$ cat src/common/ios_pkg.sv
// shared constants and types for the indicator output selector
package ios_pkg;

   // ************************************************************
   // management register map
   // ************************************************************
   localparam logic [4:0]  CFG_ADDR      = 5'h14;
   localparam logic [15:0] CFG_RESET     = 16'h0422;
   localparam logic [15:0] CFG_WR_MASK   = 16'hfffe;
   localparam int          FIRST_SRC_LSB = 12;
   localparam int          SECOND_SRC_LSB = 8;
   localparam int          THIRD_SRC_LSB = 4;
   localparam int          DUR_SEL_LSB   = 2;
   localparam int          STRETCH_EN_BIT = 1;
   localparam int          NUM_IND       = 3;

   // ************************************************************
   // source codes
   // ************************************************************
   localparam logic [3:0] SRC_SPEED     = 4'h0;
   localparam logic [3:0] SRC_TX        = 4'h1;
   localparam logic [3:0] SRC_RX        = 4'h2;
   localparam logic [3:0] SRC_COL       = 4'h3;
   localparam logic [3:0] SRC_LINK      = 4'h4;
   localparam logic [3:0] SRC_DUPLEX    = 4'h5;
   localparam logic [3:0] SRC_ACT       = 4'h7;
   localparam logic [3:0] SRC_ON        = 4'h8;
   localparam logic [3:0] SRC_OFF       = 4'h9;
   localparam logic [3:0] SRC_FAST      = 4'ha;
   localparam logic [3:0] SRC_SLOW      = 4'hb;
   localparam logic [3:0] SRC_LINK_RX   = 4'hc;
   localparam logic [3:0] SRC_LINK_ACT  = 4'hd;
   localparam logic [3:0] SRC_DUP_COL   = 4'he;

   // ************************************************************
   // timing
   // ************************************************************
   localparam int CLK_HZ        = 50_000_000;
   localparam int STRETCH0_MS   = 30;
   localparam int STRETCH1_MS   = 60;
   localparam int STRETCH2_MS   = 100;
   localparam int FAST_HALF_MS  = 50;
   localparam int SLOW_HALF_MS  = 250;
   localparam int STRETCH0_CYC  = STRETCH0_MS * (CLK_HZ / 1000);
   localparam int STRETCH1_CYC  = STRETCH1_MS * (CLK_HZ / 1000);
   localparam int STRETCH2_CYC  = STRETCH2_MS * (CLK_HZ / 1000);
   localparam int FAST_HALF_CYC = FAST_HALF_MS * (CLK_HZ / 1000);
   localparam int SLOW_HALF_CYC = SLOW_HALF_MS * (CLK_HZ / 1000);
   localparam int CNT_W         = 24;
   localparam logic [CNT_W-1:0] CNT_ZERO = 24'h000000;
   localparam logic [CNT_W-1:0] CNT_ONE  = 24'h000001;

   // ************************************************************
   // carriers
   // ************************************************************
   typedef struct packed {
      logic speed_100;
      logic tx_active;
      logic rx_active;
      logic collision;
      logic link_up;
      logic full_duplex;
   } ios_status_type;

   typedef struct packed {
      logic tx;
      logic rx;
      logic col;
      logic act;
   } ios_events_type;

endpackage

$ cat src/design/ios_indicator_selector.sv
// three indicator outputs with programmable sources and stretching
//
// Operation
// RULE1: first source field picks speed/tx/rx/col/link/duplex/activity; defaults to speed.
// RULE2: codes 1000 on, 1001 off, 1010 fast blink, 1011 slow blink.
// RULE3: tx, rx, collision, activity are stretched; others follow source continuously.
// RULE4: second source field, same codes, resets to link status.
// RULE5: third source field, same codes, resets to receive status.
// RULE6: code 1100 solid on with link, toggles on receive activity.
// RULE7: code 1101 solid on with link, toggles on receive or transmit.
// RULE8: code 1110 solid on in full duplex, toggles on collision.
// RULE9: software must not program unused codes 0110 or 1111.
// RULE10: duration field picks 30, 60 or 100 ms minimum; 11 reserved; resets 00.
// RULE11: one enable bit turns stretching on or off for all; resets to 1.
// RULE12: combined displays always stretch, whatever the enable bit says.
// RULE13: fast and slow blink periods derive from the clock, slow longer.
`timescale 1ns/1ps
`default_nettype none
module ios_indicator_selector
#(
   parameter int unsigned STRETCH0 = ios_pkg::STRETCH0_CYC,
   parameter int unsigned STRETCH1 = ios_pkg::STRETCH1_CYC,
   parameter int unsigned STRETCH2 = ios_pkg::STRETCH2_CYC,
   parameter int unsigned FAST_HALF = ios_pkg::FAST_HALF_CYC,
   parameter int unsigned SLOW_HALF = ios_pkg::SLOW_HALF_CYC
)
(
   input  wire logic                   sys_clk,
   input  wire logic                   reset_n,
   input  wire logic [4:0]             reg_addr,
   input  wire logic                   reg_wr_en,
   input  wire logic [15:0]            reg_wr_data,
   output logic [15:0]                 reg_rd_data,
   input  wire ios_pkg::ios_status_type status,
   output logic [ios_pkg::NUM_IND-1:0] indicator_on
);
   import ios_pkg::*;

   // ************************************************************
   // declarations
   // ************************************************************
   logic [15:0]         cfg_reg;
   logic [15:0]         cfg_next;
   logic [15:0]         rd_reg;
   logic [15:0]         rd_next;
   logic [NUM_IND-1:0]  ind_reg;
   logic [NUM_IND-1:0]  ind_next;
   logic [3:0]          src [NUM_IND];
   logic [1:0]          dur_sel;
   logic                stretch_en;
   logic [CNT_W-1:0]    duration;
   ios_events_type      raw_ev;
   ios_events_type      str_ev;
   logic                fast_blink;
   logic                slow_blink;
   logic                wrote_reg;

   // ************************************************************
   // config fields
   // ************************************************************
   assign src[0]     = cfg_reg[FIRST_SRC_LSB +: 4];  // RULE1
   assign src[1]     = cfg_reg[SECOND_SRC_LSB +: 4]; // RULE4
   assign src[2]     = cfg_reg[THIRD_SRC_LSB +: 4];  // RULE5
   assign dur_sel    = cfg_reg[DUR_SEL_LSB +: 2];
   assign stretch_en = cfg_reg[STRETCH_EN_BIT];

   // reserved 11 keeps the longest duration
   function automatic logic [CNT_W-1:0] pick_duration(input logic [1:0] sel);
      case (sel)
         2'h0:    pick_duration = CNT_W'(STRETCH0);
         2'h1:    pick_duration = CNT_W'(STRETCH1);
         default: pick_duration = CNT_W'(STRETCH2);
      endcase
   endfunction

   assign duration = pick_duration(dur_sel); // RULE10

   // ************************************************************
   // register access
   // ************************************************************
   always_comb
   begin
      cfg_next = cfg_reg;
      if (reg_wr_en && reg_addr == CFG_ADDR)
         cfg_next = reg_wr_data & CFG_WR_MASK;
      rd_next = 16'h0000;
      if (reg_addr == CFG_ADDR)
         rd_next = cfg_reg;
   end

   always_ff @(posedge sys_clk or negedge reset_n)
   begin
      if (!reset_n)
      begin
         cfg_reg <= CFG_RESET; // RULE4 RULE5 RULE10 RULE11
         rd_reg  <= 16'h0000;
      end
      else
      begin
         cfg_reg <= cfg_next;
         rd_reg  <= rd_next;
      end
   end

   assign reg_rd_data = rd_reg;

   // ************************************************************
   // event stretching
   // ************************************************************
   assign raw_ev.tx  = status.tx_active;
   assign raw_ev.rx  = status.rx_active;
   assign raw_ev.col = status.collision;
   assign raw_ev.act = status.tx_active || status.rx_active;

   ios_stretcher u_str_tx
   (
      .sys_clk   (sys_clk),
      .reset_n   (reset_n),
      .event_in  (raw_ev.tx),
      .duration  (duration),
      .stretched (str_ev.tx)
   );

   ios_stretcher u_str_rx
   (
      .sys_clk   (sys_clk),
      .reset_n   (reset_n),
      .event_in  (raw_ev.rx),
      .duration  (duration),
      .stretched (str_ev.rx)
   );

   ios_stretcher u_str_col
   (
      .sys_clk   (sys_clk),
      .reset_n   (reset_n),
      .event_in  (raw_ev.col),
      .duration  (duration),
      .stretched (str_ev.col)
   );

   ios_stretcher u_str_act
   (
      .sys_clk   (sys_clk),
      .reset_n   (reset_n),
      .event_in  (raw_ev.act),
      .duration  (duration),
      .stretched (str_ev.act)
   );

   // ************************************************************
   // blink patterns
   // ************************************************************
   ios_blinker #(.HALF_CYC(FAST_HALF)) u_fast
   (
      .sys_clk (sys_clk),
      .reset_n (reset_n),
      .blink   (fast_blink)
   );

   ios_blinker #(.HALF_CYC(SLOW_HALF)) u_slow
   (
      .sys_clk (sys_clk),
      .reset_n (reset_n),
      .blink   (slow_blink)
   );

   // ************************************************************
   // source selection
   // ************************************************************
   function automatic logic show(input logic [3:0] code);
      logic tx_v;
      logic rx_v;
      logic col_v;
      logic act_v;
      tx_v  = stretch_en ? str_ev.tx : raw_ev.tx;   // RULE11
      rx_v  = stretch_en ? str_ev.rx : raw_ev.rx;
      col_v = stretch_en ? str_ev.col : raw_ev.col;
      act_v = stretch_en ? str_ev.act : raw_ev.act;
      case (code)
         SRC_SPEED:    show = status.speed_100;   // RULE1
         SRC_TX:       show = tx_v;               // RULE3
         SRC_RX:       show = rx_v;
         SRC_COL:      show = col_v;
         SRC_LINK:     show = status.link_up;
         SRC_DUPLEX:   show = status.full_duplex;
         SRC_ACT:      show = act_v;
         SRC_ON:       show = 1'b1;               // RULE2
         SRC_OFF:      show = 1'b0;
         SRC_FAST:     show = fast_blink;
         SRC_SLOW:     show = slow_blink;         // RULE13
         SRC_LINK_RX:  show = status.link_up ^ str_ev.rx;       // RULE6 RULE12
         SRC_LINK_ACT: show = status.link_up ^ str_ev.act;      // RULE7 RULE12
         SRC_DUP_COL:  show = status.full_duplex ^ str_ev.col;  // RULE8 RULE12
         default:      show = 1'b0;
      endcase
   endfunction

   always_comb
   begin
      for (int i = 0; i < NUM_IND; i++)
         ind_next[i] = show(src[i]);
   end

   always_ff @(posedge sys_clk or negedge reset_n)
   begin
      if (!reset_n)
         ind_reg <= '0;
      else
         ind_reg <= ind_next;
   end

   assign indicator_on = ind_reg;

   // ************************************************************
   // checks
   // ************************************************************
   always_ff @(posedge sys_clk or negedge reset_n)
   begin
      if (!reset_n)
         wrote_reg <= 1'b0;
      else if (reg_wr_en && reg_addr == CFG_ADDR)
         wrote_reg <= 1'b1;
   end
endmodule // ios_indicator_selector
`default_nettype wire

$ cat src/design/ios_stretcher.sv
// retriggerable pulse stretcher
`timescale 1ns/1ps
`default_nettype none
module ios_stretcher
(
   input  wire logic                     sys_clk,
   input  wire logic                     reset_n,
   input  wire logic                     event_in,
   input  wire logic [ios_pkg::CNT_W-1:0] duration,
   output logic                          stretched
);
   import ios_pkg::*;

   logic [CNT_W-1:0] count_reg;
   logic [CNT_W-1:0] count_next;

   // ************************************************************
   // hold count
   // ************************************************************
   always_comb
   begin
      count_next = count_reg;
      if (event_in)
         count_next = duration; // RULE10
      else if (count_reg != CNT_ZERO)
         count_next = count_reg - CNT_ONE;
   end

   always_ff @(posedge sys_clk or negedge reset_n)
   begin
      if (!reset_n)
         count_reg <= CNT_ZERO;
      else
         count_reg <= count_next;
   end

   assign stretched = event_in || (count_reg != CNT_ZERO); // RULE3
endmodule // ios_stretcher
`default_nettype wire

$ cat src/design/ios_blinker.sv
// free-running square wave for test blink patterns
`timescale 1ns/1ps
`default_nettype none
module ios_blinker
#(
   parameter int unsigned HALF_CYC = 8
)
(
   input  wire logic sys_clk,
   input  wire logic reset_n,
   output logic      blink
);
   import ios_pkg::*;

   localparam logic [CNT_W-1:0] LAST = CNT_W'(HALF_CYC - 1);

   logic [CNT_W-1:0] count_reg;
   logic [CNT_W-1:0] count_next;
   logic             blink_reg;
   logic             blink_next;

   // ************************************************************
   // divider
   // ************************************************************
   always_comb
   begin
      count_next = count_reg + CNT_ONE;
      blink_next = blink_reg;
      if (count_reg >= LAST)
      begin
         count_next = CNT_ZERO;
         blink_next = !blink_reg; // RULE13
      end
   end

   always_ff @(posedge sys_clk or negedge reset_n)
   begin
      if (!reset_n)
      begin
         count_reg <= CNT_ZERO;
         blink_reg <= 1'b0;
      end
      else
      begin
         count_reg <= count_next;
         blink_reg <= blink_next;
      end
   end

   assign blink = blink_reg;
endmodule // ios_blinker
`default_nettype wire

$ cat config.mk
export PLATFORM = sky130hd
export DESIGN_NAME = ios_indicator_selector
export DESIGN_NICKNAME = d
export VERILOG_FILES = /design/src/common/ios_pkg.sv /design/src/design/ios_indicator_selector.sv /design/src/design/ios_stretcher.sv /design/src/design/ios_blinker.sv
export SDC_FILE = /design/constraint.sdc
export NUM_CORES = 1
export LEC_CHECK = 0
export ABC_AREA = 1
export BUFFER_PORTS_ARGS = -buffer_cell sky130_fd_sc_hd__buf_2
export CAP_MARGIN = 20
export CORE_MARGIN = 5
export CORE_UTILIZATION = 29
export CTS_CLUSTER_DIAMETER = 200
export DETAILED_ROUTE_END_ITERATION = 7
export MAX_ROUTING_LAYER = met4
export REMOVE_ABC_BUFFERS = 1
export SLEW_MARGIN = 30
export SYNTH_ARGS = -nofsm -noshare
export SYNTH_HDL_FRONTEND = slang
export SYNTH_SLANG_ARGS = --single-unit
$ cat constraint.sdc
create_clock -name sys_clk -period 4.74 [get_ports sys_clk]
set_input_delay 0.474 -clock sys_clk [delete_from_list [all_inputs] [get_ports sys_clk]]
set_output_delay 0.474 -clock sys_clk [all_outputs]
set_load 0.05 [all_outputs]
==> flow_summary_export.csv, run 1 <==
group,metric,value,unit
clock_tree,cts_tree,"yes",
clock_tree,clockBufferDepth,2,
yosys,synthDistinctLibCells,53,
clock_tree,clock-sinks,179,
detailed_routing,via_per_inst,4.72,
yosys,synth_enable_flop_cells,0,
global_route,grt_start_max_net_pins,100,
floorplanning,floorplan.io_pins,49,
clock_tree,cts_repair_resize_count,0,
global_route,grt_first_pass_wirelength,44.8,mm
cells_and_area,post-route-util,33.2,%
flow_run,max_cap_violations,0,
placed_design,gp_congestion,0.883,
cells_and_area,mostFrequentLayoutCell,"sky130_fd_sc_hd__nor2_1",
clock_tree,root_buffer,"sky130_fd_sc_hd__clkbuf_16",
sta,timing.final.max_slew_violations,0,
global_route,grt_pass1_vias,8944,
cells_and_area,most-common-layout-cells,"sky130_fd_sc_hd__nor2_1 (270), sky130_fd_sc_hd__nand2_1 (259), sky130_fd_sc_hd__dfrtp_1 (176)",
critical_path,start_kind,"input pin",
sta,final_hold_violation_count,0,
critical_path,worstPathArrival,2.31,ns
critical_path,cp.required,5.05,ns
critical_path,reg2reg_to,"u_fast.count_reg[15]$_DFF_PN0_",
clock_tree,cts_inserted_buffers,17,
sta,worst_clock_skew,0.0120,ns
outcome,status,"complete, no violations",
detailed_routing,detail_route.wirelength,26.3,mm
detailed_routing,post_detailed_route_wirelength_per_cell,13.6,µm
sta,grt_setup_unrepaired,"false",
floorplanning,die_y,200,µm
critical_path,rr_startpoint,"u_fast.count_reg[0]$_DFF_PN0_",
detailed_routing,route.vias.total,9129,
global_route,gr-usage-all-layers,13.7,%
floorplanning,chip_width,200,µm
critical_path,setup.reg_to_reg.worst_slack,2.75,ns
critical_path,worst-setup-path-type,"input pin to register",
sta,timing.final.crit_period,2.01,ns
yosys,synthesized_cell_area,10500,µm²
global_route,number_of_antenna_violations_at_the_first_check_in_global_routing,2,
sta,max_clock_freq,498,MHz
floorplanning,initial_utilization,29.4,%
sta,timing_worst_slew_pin_value,0.853,ns
floorplanning,floorplan.die_area,40100,µm²
placed_design,post-dp-hpwl,19.4,mm
clock_tree,insertion_delay,0.44,ns
detailed_routing,drcViolationCount,0,
yosys,synth-async-reset-ratio,100,%
clock_tree,post-cts-setup-buffer-count,0,
critical_path,cp_max_fo,19,
detailed_routing,antenna_violating_nets_post_route,0,
sta,final_min_period_over_clock_period,42.3,%
sta,maxSlewHeadroom,43.1,%
cells_and_area,share_of_cells_above_drive_strength_1,12.1,%
placed_design,port-buffer-count,46,
yosys,sequential_to_total_area_share_from_yosys_stat,42.8,%
sta,totalNegativeSetupSlack,0,ns
worst_hold_path,min-delay-path-class,"input pin to async pin",
yosys,ys_seq_elements,179,
power,power.static_leakage,5.47,nW
detailed_routing,drt_iter0_markers,778,
yosys,syn_area_per_cell,7.46,µm²
power,power.ir.vdd_worst,0.268,mV
critical_path,worst_r2r_path_depth,8,
sta,final-setup-viol-count,0,
cells_and_area,layout.nets,1497,
global_route,grt.overflow.total,0,
cells_and_area,fillerInstances,3770,
clock_tree,worst_setup_hold_path_clk_slew,0.07,ns
yosys,yosys_warnings,0,
cells_and_area,area.growth.synth_to_final,12.9,%
clock_tree,postCtsHoldBufs,0,
yosys,top_flip_flop_cell_by_instance_count_after_synthesis,"sky130_fd_sc_hd__dfrtp_1",
clock_tree,htree_num_levels,4,
detailed_routing,detail_route.first_pass.iterations,6,
floorplanning,fp.coreArea,35700,µm²
power,power_density,363,nW/µm²
critical_path,crit_path_capture_type,"register",
yosys,syn_inst,1405,
floorplanning,core.rowCount,69,
## per-stage QoR
step	worst slack (ns)	std cells	cell area, µm²	power, mW	hold slack [ns]
floorplan	3.12	1389	10400	2.57	0.178
global placement	2.31	1899	11200	2.82	0.446
detailed placement	2.31	1899	11200	2.84	0.452
CTS	2.75	1931	11800	4.33	0.157
global route	2.54	1933	11800	4.55	0.180
finish	2.73	1933	11800	4.29	0.0793
## cell type report
type                    instances  area, µm²  share of cell area [%]
diodes                          2       5.00                  0.0423
repair buffers                 49        262                    2.21
inverters                     185        694                    5.87
multi-input cells            1025       5200                    44.0
clock inverters                11        141                    1.19
well taps                     461        577                    4.87
flip-flops and latches        179       4480                    37.9
clock buffers                  21        470                    3.97
## per-layer routing
metal | part of all wire, % | GRT usage [%]
met1 | 49 | 18.3
met2 | 47 | 21.8
met3 | 3.9 | 2.68
met4 | 0.54 | 2.93
met5 | 0 | -
## cells in the mapped netlist, types with 3 or more instances
cell | instances | area [µm²]
sky130_fd_sc_hd__nor2_1 | 270 | 1010
sky130_fd_sc_hd__a21oi_1 | 69 | 345
sky130_fd_sc_hd__nand3_2 | 4 | 40.0
sky130_fd_sc_hd__xnor2_1 | 16 | 140
sky130_fd_sc_hd__nand4_1 | 35 | 219
sky130_fd_sc_hd__buf_2 | 5 | 25.0
sky130_fd_sc_hd__buf_6 | 4 | 45.0
sky130_fd_sc_hd__clkbuf_1 | 5 | 18.8
sky130_fd_sc_hd__o21ai_1 | 7 | 35.0
sky130_fd_sc_hd__o21ai_0 | 41 | 205
sky130_fd_sc_hd__nand2_2 | 15 | 93.8
sky130_fd_sc_hd__nand2_1 | 259 | 972
sky130_fd_sc_hd__dfstp_2 | 3 | 78.8
sky130_fd_sc_hd__or2_2 | 6 | 37.5
sky130_fd_sc_hd__ha_1 | 10 | 125
sky130_fd_sc_hd__nor4_1 | 15 | 93.8
sky130_fd_sc_hd__nor2_8 | 3 | 60.1
sky130_fd_sc_hd__nand3_1 | 101 | 505
sky130_fd_sc_hd__inv_2 | 9 | 33.8
sky130_fd_sc_hd__o211ai_1 | 4 | 30.0
sky130_fd_sc_hd__nor3_2 | 11 | 110
sky130_fd_sc_hd__dfrtp_1 | 176 | 4400
sky130_fd_sc_hd__nor2_4 | 10 | 113
sky130_fd_sc_hd__a31oi_1 | 5 | 31.3
sky130_fd_sc_hd__nor3_1 | 42 | 210
sky130_fd_sc_hd__nand3b_1 | 3 | 22.5
sky130_fd_sc_hd__xor2_1 | 35 | 307
sky130_fd_sc_hd__o22ai_1 | 6 | 37.5
sky130_fd_sc_hd__inv_1 | 175 | 657
sky130_fd_sc_hd__nor2_2 | 27 | 169
## power breakdown
part	switching [mW]	internal [mW]
Combinational	0.640	0.300
Clock	0.647	0.833
Sequential	0.172	1.70
## kinds of logic after synthesis
kind of cell,count (synthesis),share of synthesized area (%)
flops,179,42.8
simple gates,815,36.5
buf+inv,203,7.68
compound gates,146,7.59
other cells,1,0.0358
fa+ha+maj,10,1.19
xor+xnor,51,4.26
## worst max-delay path, cell delays in order
cell	delay, ns
sky130_fd_sc_hd__buf_2	0.31
sky130_fd_sc_hd__clkinv_1	0.59
sky130_fd_sc_hd__nand4_2	0.45
sky130_fd_sc_hd__nand2_1	0.08
sky130_fd_sc_hd__nand2_1	0.15
sky130_fd_sc_hd__nor2_1	0.06
sky130_fd_sc_hd__nor2_1	0.09
sky130_fd_sc_hd__nand3_1	0.09
## worst max-delay path by stage
stage / start / end / slack [ns] / cells past startpoint
4_1_cts: u_fast.count_reg[0]$_DFF_PN0_ / u_fast.count_reg[15]$_DFF_PN0_ / 2.75 / 8
3_3_place_gp: status[3] / indicator_on[2]$_DFF_PN0_ / 2.31 / 8
6_report: status[3] / indicator_on[2]$_DFF_PN0_ / 2.73 / 8
2_1_floorplan: u_str_rx.count_reg[0]$_DFFE_PN0P_ / indicator_on[0]$_DFF_PN0_ / 3.12 / 13
3_5_place_dp: status[3] / indicator_on[2]$_DFF_PN0_ / 2.31 / 8
5_1_grt: u_fast.count_reg[0]$_DFF_PN0_ / u_fast.count_reg[15]$_DFF_PN0_ / 2.54 / 8
(Power assumes the default switching activity.)
==> inputs of run 2 (changes only) <==
--- a/config.mk
+++ b/config.mk
@@ -5,7 +5,7 @@
 export SDC_FILE = /design/constraint.sdc
 export NUM_CORES = 1
 export LEC_CHECK = 0
-export ABC_AREA = 1
+export ABC_AREA = 0
 export BUFFER_PORTS_ARGS = -buffer_cell sky130_fd_sc_hd__buf_2
 export CAP_MARGIN = 20
 export CORE_MARGIN = 5
==> constraint.sdc (replaced) <==
create_clock -name sys_clk -period 2 [get_ports sys_clk]
set_input_delay 0.2 -clock sys_clk [delete_from_list [all_inputs] [get_ports sys_clk]]
set_output_delay 0.2 -clock sys_clk [all_outputs]
set_load 0.05 [all_outputs]
==> flow_summary_export.csv, run 2 <==
group,metric,value,unit
outcome,status,"complete, but fails checks",
outcome,violations,"setup timing",
power,power_switching_share,31.2,%
placed_design,port-buffer-count,46,
cells_and_area,fillerInstances,2985,
critical_path,worst-setup-path-type,"register to register",
yosys,yosys.cell_count.top_type,"sky130_fd_sc_hd__dfrtp_1",
yosys,muxShareOfSynthArea,2.58,%
sta,timing.final.crit_period,2.60,ns
worst_hold_path,worst_hold_path.endpoint,"cfg_reg[7]$_DFFE_PN0P_",
power,power.ir.vdd_worst,0.579,mV
sta,maxSlewHeadroom,58.2,%
detailed_routing,detail_route.wirelength,25.6,mm
yosys,synth_fa_ha_area_share,1.34,%
floorplanning,initial_utilization,29.4,%
yosys,synthesized_cell_area,9310,µm²
critical_path,start_kind,"register",
power,total_switching_power,3.16,mW
yosys,synthDistinctLibCells,71,
sta,final-setup-viol-count,74,
cells_and_area,post_layout_nonfiller_instances,1649,
yosys,ys_seq_elements,179,
clock_tree,cts_tree,"yes",
clock_tree,clockBufferDepth,2,
yosys,top_flip_flop_cell_by_instance_count_after_synthesis,"sky130_fd_sc_hd__dfrtp_1",
worst_hold_path,hold_depth,2,
sta,worst_clock_skew,0.0143,ns
cells_and_area,share_of_cells_above_drive_strength_1,37.0,%
power,internal_power_contribution,6.96,mW
sta,grt_setup_unrepaired,"true",
placed_design,placed_cells_incl_taps,1562,
floorplanning,core.rowCount,65,
placed_design,post-dp-hpwl,17.0,mm
cells_and_area,multi_input_area,5300,µm²
critical_path,worstPathArrival,2.95,ns
critical_path,crit_path_capture_type,"register",
global_route,grt_start_max_net_pins,63,
sta,max_clock_freq,385,MHz
critical_path,cp_max_fo,3,
yosys,compound_cell_area_share_of_the_yosys_netlist,8.60,%
worst_hold_path,min-delay-path-class,"input pin to register",
global_route,grt.overflow.total,0,
critical_path,worst_r2r_path_depth,7,
yosys,synth-xor-area-share,10.3,%
floorplanning,floorplan.die_area,35800,µm²
critical_path,crit_start,"u_str_act.count_reg[10]$_DFFE_PN0P_",
clock_tree,htree_num_levels,4,
power,power.static_leakage,5.52,nW
power,power.share.sequential,44.2,%
yosys,synthSimpleGateAreaFrac,26.1,%
global_route,gr-usage-all-layers,14.4,%
sta,timing_worst_slew_pin_value,0.625,ns
clock_tree,root_buffer,"sky130_fd_sc_hd__clkbuf_16",
yosys,synth.area.top_cells,"sky130_fd_sc_hd__dfrtp_1 (47%), sky130_fd_sc_hd__xor2_1 (5.3%), sky130_fd_sc_hd__xnor2_1 (5.1%)",
power,power.share.combinational,21.6,%
power,clock_power_share,34.3,%
cells_and_area,layout.nets,1272,
global_route,grt_pass1_vias,8156,
floorplanning,floorplan.io_pins,49,
sta,final_min_period_over_clock_period,130,%
cells_and_area,most-common-layout-cells,"sky130_fd_sc_hd__buf_4 (191), sky130_fd_sc_hd__dfrtp_1 (176), sky130_fd_sc_hd__nor2_1 (111)",
detailed_routing,via_per_inst,4.98,
global_route,grt_first_pass_wirelength,40.9,mm
cells_and_area,post-route-util,41.7,%
yosys,sequential_to_total_area_share_from_yosys_stat,48.2,%
critical_path,rr_startpoint,"u_str_act.count_reg[10]$_DFFE_PN0P_",
critical_path,setup.reg_to_reg.worst_slack,-0.60,ns
cells_and_area,final_area,13200,µm²
yosys,synth_top_family_by_area,"simple AND/OR/NAND/NOR gates",
detailed_routing,drcViolationCount,0,
cells_and_area,layout.area.seq,4480,µm²
yosys,synth_commonest_cells,"sky130_fd_sc_hd__dfrtp_1 (176), sky130_fd_sc_hd__nor2_1 (118), sky130_fd_sc_hd__nand2_1 (69), sky130_fd_sc_hd__xor2_1 (56), sky130_fd_sc_hd__xnor2_1 (54)",
placed_design,gp_congestion,0.873,
detailed_routing,detail_route.first_pass.iterations,5,
sta,final_hold_violation_count,0,
global_route,number_of_antenna_violations_at_the_first_check_in_global_routing,1,
sta,post_route_setup_slack,-0.598,ns
critical_path,reg2reg_to,"u_str_act.count_reg[22]$_DFFE_PN0P_",
placed_design,detailed_place.area,11300,µm²
cells_and_area,mostFrequentLayoutCell,"sky130_fd_sc_hd__buf_4",
sta,timing.final.max_slew_violations,0,
yosys,synth_largest_area_cell,"sky130_fd_sc_hd__dfrtp_1",
clock_tree,worst_setup_hold_path_clk_slew,0.07,ns
detailed_routing,antenna_violating_nets_post_route,0,
cells_and_area,area.growth.synth_to_final,41.6,%
clock_tree,clock-sinks,179,
yosys,yosysTopAreaCellShare,47.3,%
clock_tree,cts_inserted_buffers,17,
yosys,syn_area_per_cell,9.60,µm²
detailed_routing,post_detailed_route_wirelength_per_cell,15.5,µm
detailed_routing,route.vias.total,8218,
power,power_density,768,nW/µm²
detailed_routing,drt_iter0_markers,577,
flow_run,max_cap_violations,0,
critical_path,cp.required,2.35,ns
yosys,yosys_warnings,0,
floorplanning,die_y,189,µm
yosys,syn_inst,970,
yosys,synth-async-reset-ratio,100,%
yosys,synth_enable_flop_cells,0,
worst_hold_path,min-delay-start,"reg_wr_data[7]",
sta,hold_slack,0.0203,ns
floorplanning,chip_width,189,µm
floorplanning,fp.coreArea,31600,µm²
clock_tree,insertion_delay,0.44,ns
run 2: cell count changes in the layout (fill, tap and decap cells not counted), sizes merged, moves of 18 or more:
cell and change:
a21oi -37, and2 +18, buf +227, inv -164, nand2 -205, nand3 -68
nand4 -30, nor2 -192, nor4 +21, or3 +19, or4 +20, xnor2 +38
xor2 +21
run 2: what timing repair did:
action / CTS / global route
setup endpoints to repair: 114 / 124
hold buffers: 11 / 0
hold endpoints to repair: 56 / 0
gates cloned: 3 / 1
buffers inserted: 24 / 21
pin swaps: 48 / 53
gates resized for setup: 124 / 88
run 2: per-layer routing:
layer	vias up	share of wire, %	global-route usage (%)
met5	-	0	-
met4	0	2.8	5.58
met3	50	3.7	2.75
met2	159	48	22.8
met1	4053	46	18.3
li1	3956	-	-
run 2: cell families after synthesis:
group	count (synthesis)
other	1
multiplexers	22
AND/OR/NAND/NOR	454
buffers and inverters	65
XOR/XNOR	110
flip-flops	179
adder cells (fa/ha/maj)	10
AO/OA/AOI/OAI	129
run 2: how the worst max path moves through the flow:
| stage | to | slack [ns] | depth (start not counted) |
|---|---|---|---|
| detailed placement | u_str_act.count_reg[18]$_DFFE_PN0P_ | -0.71 | 8 |
| global placement | u_str_act.count_reg[22]$_DFFE_PN0P_ | -0.65 | 7 |
| global route | u_str_act.count_reg[18]$_DFFE_PN0P_ | -0.66 | 8 |
| floorplan | indicator_on[2]$_DFF_PN0_ | -1.43 | 6 |
| finish | u_str_act.count_reg[22]$_DFFE_PN0P_ | -0.60 | 7 |
| CTS | u_str_act.count_reg[22]$_DFFE_PN0P_ | -0.57 | 7 |
run 2: final cells by class:
class / instances / area share, %
multi-input cells: 730 / 40.2
flip-flops and latches: 179 / 34.0
repair buffers: 287 / 17.0
well taps: 402 / 3.81
clock buffers: 18 / 3.25
clock inverters: 14 / 1.27
inverters: 17 / 0.484
diodes: 2 / 0.0380
run 2: through the flow:
step / worst slack (ns) / power [mW] / setup TNS [ns]
after CTS: -0.572 / 10.1 / -20.25
after global routing: -0.658 / 10.6 / -27.56
after floorplan: -1.43 / 5.44 / -60.43
after global placement: -0.653 / 6.37 / -27.44
final: -0.598 / 10.1 / -22.26
after detailed placement: -0.707 / 6.42 / -30.68
run 2: power by group through the flow:
stage	registers (mW)	logic (mW)	clock network (mW)
2_1_floorplan	4.54	0.903	0
3_3_place_gp	4.47	1.90	0
3_5_place_dp	4.48	1.94	0
4_1_cts	4.44	2.07	3.55
5_1_grt	4.53	2.40	3.70
6_report	4.47	2.18	3.47
run 2: worst max-delay path, cell delays in order, from the launching register on:
cell and delay [ns]:
sky130_fd_sc_hd__dfrtp_1 0.38, sky130_fd_sc_hd__or4_4 0.55, sky130_fd_sc_hd__or4b_4 0.53, sky130_fd_sc_hd__buf_6 0.14, sky130_fd_sc_hd__nand2b_4 0.13, sky130_fd_sc_hd__or4_4 0.42
sky130_fd_sc_hd__xor2_1 0.16, sky130_fd_sc_hd__a211oi_2 0.20
==> inputs of run 3 (changes only) <==
--- a/config.mk
+++ b/config.mk
@@ -13,6 +13,7 @@
 export CTS_CLUSTER_DIAMETER = 200
 export DETAILED_ROUTE_END_ITERATION = 7
 export MAX_ROUTING_LAYER = met4
+export RECOVER_POWER = 25
 export REMOVE_ABC_BUFFERS = 1
 export SLEW_MARGIN = 30
 export SYNTH_ARGS = -nofsm -noshare
==> flow_summary_export.csv, run 3 (same netlist as run 2, synthesis figures left out) <==
group,metric,value,unit
floorplanning,initial_utilization,29.4,%
sta,max_clock_freq,385,MHz
detailed_routing,via_per_inst,4.98,
cells_and_area,layout.nets,1272,
detailed_routing,drt_iter0_markers,571,
critical_path,reg2reg_to,"u_str_act.count_reg[22]$_DFFE_PN0P_",
global_route,grt_pass1_vias,8156,
cells_and_area,layout.area.seq,4480,µm²
sta,grt_setup_unrepaired,"true",
cells_and_area,mostFrequentLayoutCell,"sky130_fd_sc_hd__buf_4",
power,total_switching_power,3.16,mW
outcome,status,"complete, but fails checks",
placed_design,post-dp-hpwl,17.0,mm
sta,worst_clock_skew,0.0200,ns
sta,timing.final.max_slew_violations,0,
detailed_routing,antenna_violating_nets_post_route,0,
sta,post_route_setup_slack,-0.600,ns
sta,final_hold_violation_count,0,
critical_path,start_kind,"register",
clock_tree,htree_num_levels,4,
global_route,grt.overflow.total,0,
worst_hold_path,min-delay-path-class,"input pin to register",
floorplanning,floorplan.die_area,35800,µm²
clock_tree,cts_tree,"yes",
placed_design,port-buffer-count,46,
clock_tree,worst_setup_hold_path_clk_slew,0.07,ns
clock_tree,clockBufferDepth,2,
cells_and_area,multi_input_area,5290,µm²
sta,final_min_period_over_clock_period,130,%
power,power_density,768,nW/µm²
cells_and_area,final_area,13200,µm²
detailed_routing,route.vias.total,8207,
critical_path,worst-setup-path-type,"register to register",
critical_path,crit_path_capture_type,"register",
sta,timing_worst_slew_pin_value,1.34,ns
flow_run,max_cap_violations,0,
power,power.ir.vdd_worst,0.574,mV
clock_tree,root_buffer,"sky130_fd_sc_hd__clkbuf_16",
critical_path,worstPathArrival,2.95,ns
global_route,gr-usage-all-layers,14.4,%
placed_design,gp_congestion,0.873,
clock_tree,clock-sinks,179,
cells_and_area,most-common-layout-cells,"sky130_fd_sc_hd__buf_4 (189), sky130_fd_sc_hd__dfrtp_1 (176), sky130_fd_sc_hd__nor2_1 (111)",
cells_and_area,share_of_cells_above_drive_strength_1,36.8,%
worst_hold_path,worst_hold_path.endpoint,"cfg_reg[7]$_DFFE_PN0P_",
detailed_routing,detail_route.wirelength,25.6,mm
floorplanning,fp.coreArea,31600,µm²
power,power.static_leakage,5.50,nW
critical_path,cp.required,2.35,ns
floorplanning,floorplan.io_pins,49,
critical_path,worst_r2r_path_depth,7,
global_route,grt_first_pass_wirelength,40.9,mm
floorplanning,chip_width,189,µm
sta,maxSlewHeadroom,10.4,%
power,internal_power_contribution,6.96,mW
sta,final-setup-viol-count,74,
floorplanning,core.rowCount,65,
clock_tree,insertion_delay,0.44,ns
clock_tree,cts_inserted_buffers,17,
cells_and_area,fillerInstances,2994,
power,power.share.combinational,21.5,%
global_route,number_of_antenna_violations_at_the_first_check_in_global_routing,1,
sta,hold_slack,0.0170,ns
power,power_switching_share,31.2,%
outcome,violations,"setup timing",
critical_path,cp_max_fo,3,
worst_hold_path,hold_depth,2,
detailed_routing,drcViolationCount,0,
placed_design,detailed_place.area,11300,µm²
sta,timing.final.crit_period,2.60,ns
global_route,grt_start_max_net_pins,63,
power,clock_power_share,34.3,%
floorplanning,die_y,189,µm
power,power.share.sequential,44.2,%
detailed_routing,post_detailed_route_wirelength_per_cell,15.5,µm
critical_path,setup.reg_to_reg.worst_slack,-0.60,ns
cells_and_area,area.growth.synth_to_final,41.4,%
worst_hold_path,min-delay-start,"reg_wr_data[7]",
critical_path,rr_startpoint,"u_str_act.count_reg[10]$_DFFE_PN0P_",
detailed_routing,detail_route.first_pass.iterations,7,
[run 3: cell count changes in the layout (fill, tap and decap cells not counted), moves of 2 or more]
cell / delta
sky130_fd_sc_hd__and2_1: -7
sky130_fd_sc_hd__clkbuf_1: +2
sky130_fd_sc_hd__buf_4: -2
sky130_fd_sc_hd__and2_0: +7
[run 3: power by group through the flow]
stage	Clock (mW)	Combinational [mW]	Sequential [mW]
global route	3.70	2.40	4.53
CTS	3.55	2.07	4.44
floorplan	0	0.903	4.54
detailed placement	0	1.94	4.48
finish	3.47	2.18	4.47
global placement	0	1.90	4.47
[run 3: metrics by stage]
step / TNS (ns) / worst slack [ns] / instances / total power [mW] / utilization (%)
global placement: -27.44 / -0.653 / 1562 / 6.37 / 35.8
CTS: -20.25 / -0.572 / 1630 / 10.1 / 40.0
global route: -27.56 / -0.658 / 1648 / 10.6 / 41.6
floorplan: -60.43 / -1.43 / 924 / 5.44 / -
detailed placement: -30.68 / -0.707 / 1562 / 6.42 / 35.8
finish: -22.01 / -0.600 / 1649 / 10.1 / 41.6
[run 3: layout make-up]
type,count,area share [%]
diodes,2,0.0380
repair buffers,287,16.9
clock buffers,18,3.26
clock inverters,14,1.27
inverters,17,0.485
multi-input cells,730,40.2
well taps,402,3.82
flip-flops and latches,179,34.1
[run 3: worst max-delay path by stage]
stage	depth (start not counted)	start	slack [ns]	end
after CTS	7	u_str_act.count_reg[10]$_DFFE_PN0P_	-0.57	u_str_act.count_reg[22]$_DFFE_PN0P_
after floorplan	6	u_str_act.count_reg[10]$_DFFE_PN0P_	-1.43	indicator_on[2]$_DFF_PN0_
after global routing	8	u_str_act.count_reg[10]$_DFFE_PN0P_	-0.66	u_str_act.count_reg[18]$_DFFE_PN0P_
after global placement	7	u_str_act.count_reg[10]$_DFFE_PN0P_	-0.65	u_str_act.count_reg[22]$_DFFE_PN0P_
final	7	u_str_act.count_reg[10]$_DFFE_PN0P_	-0.60	u_str_act.count_reg[22]$_DFFE_PN0P_
after detailed placement	8	u_str_act.count_reg[10]$_DFFE_PN0P_	-0.71	u_str_act.count_reg[18]$_DFFE_PN0P_
[run 3: critical path, cell delays in order, from the launching register on]
cell,delay [ns]
sky130_fd_sc_hd__dfrtp_1,0.38
sky130_fd_sc_hd__or4_4,0.55
sky130_fd_sc_hd__or4b_4,0.53
sky130_fd_sc_hd__buf_6,0.14
sky130_fd_sc_hd__nand2b_4,0.13
sky130_fd_sc_hd__or4_4,0.42
sky130_fd_sc_hd__xor2_1,0.16
sky130_fd_sc_hd__a211oi_2,0.20
[run 3: metal layers]
| layer | wire length, µm | GRT usage (%) | vias up | part of all wire (%) |
|---|---|---|---|---|
| met5 | 0 | - | - | 0 |
| met4 | 697 | 5.58 | 0 | 2.7 |
| met2 | 12200 | 22.8 | 149 | 48 |
| met3 | 1000 | 2.75 | 50 | 3.9 |
| li1 | - | - | 3957 | - |
| met1 | 11600 | 18.3 | 4051 | 45 |
[run 3: timing repair]
action | 4_1_cts | 5_1_grt
pin swaps | 48 | 53
endpoints found under the hold margin | 56 | 0
hold buffers | 11 | 0
gates resized for setup | 124 | 88
cloned | 3 | 1
buffers inserted | 24 | 21
endpoints found under the setup margin | 114 | 124
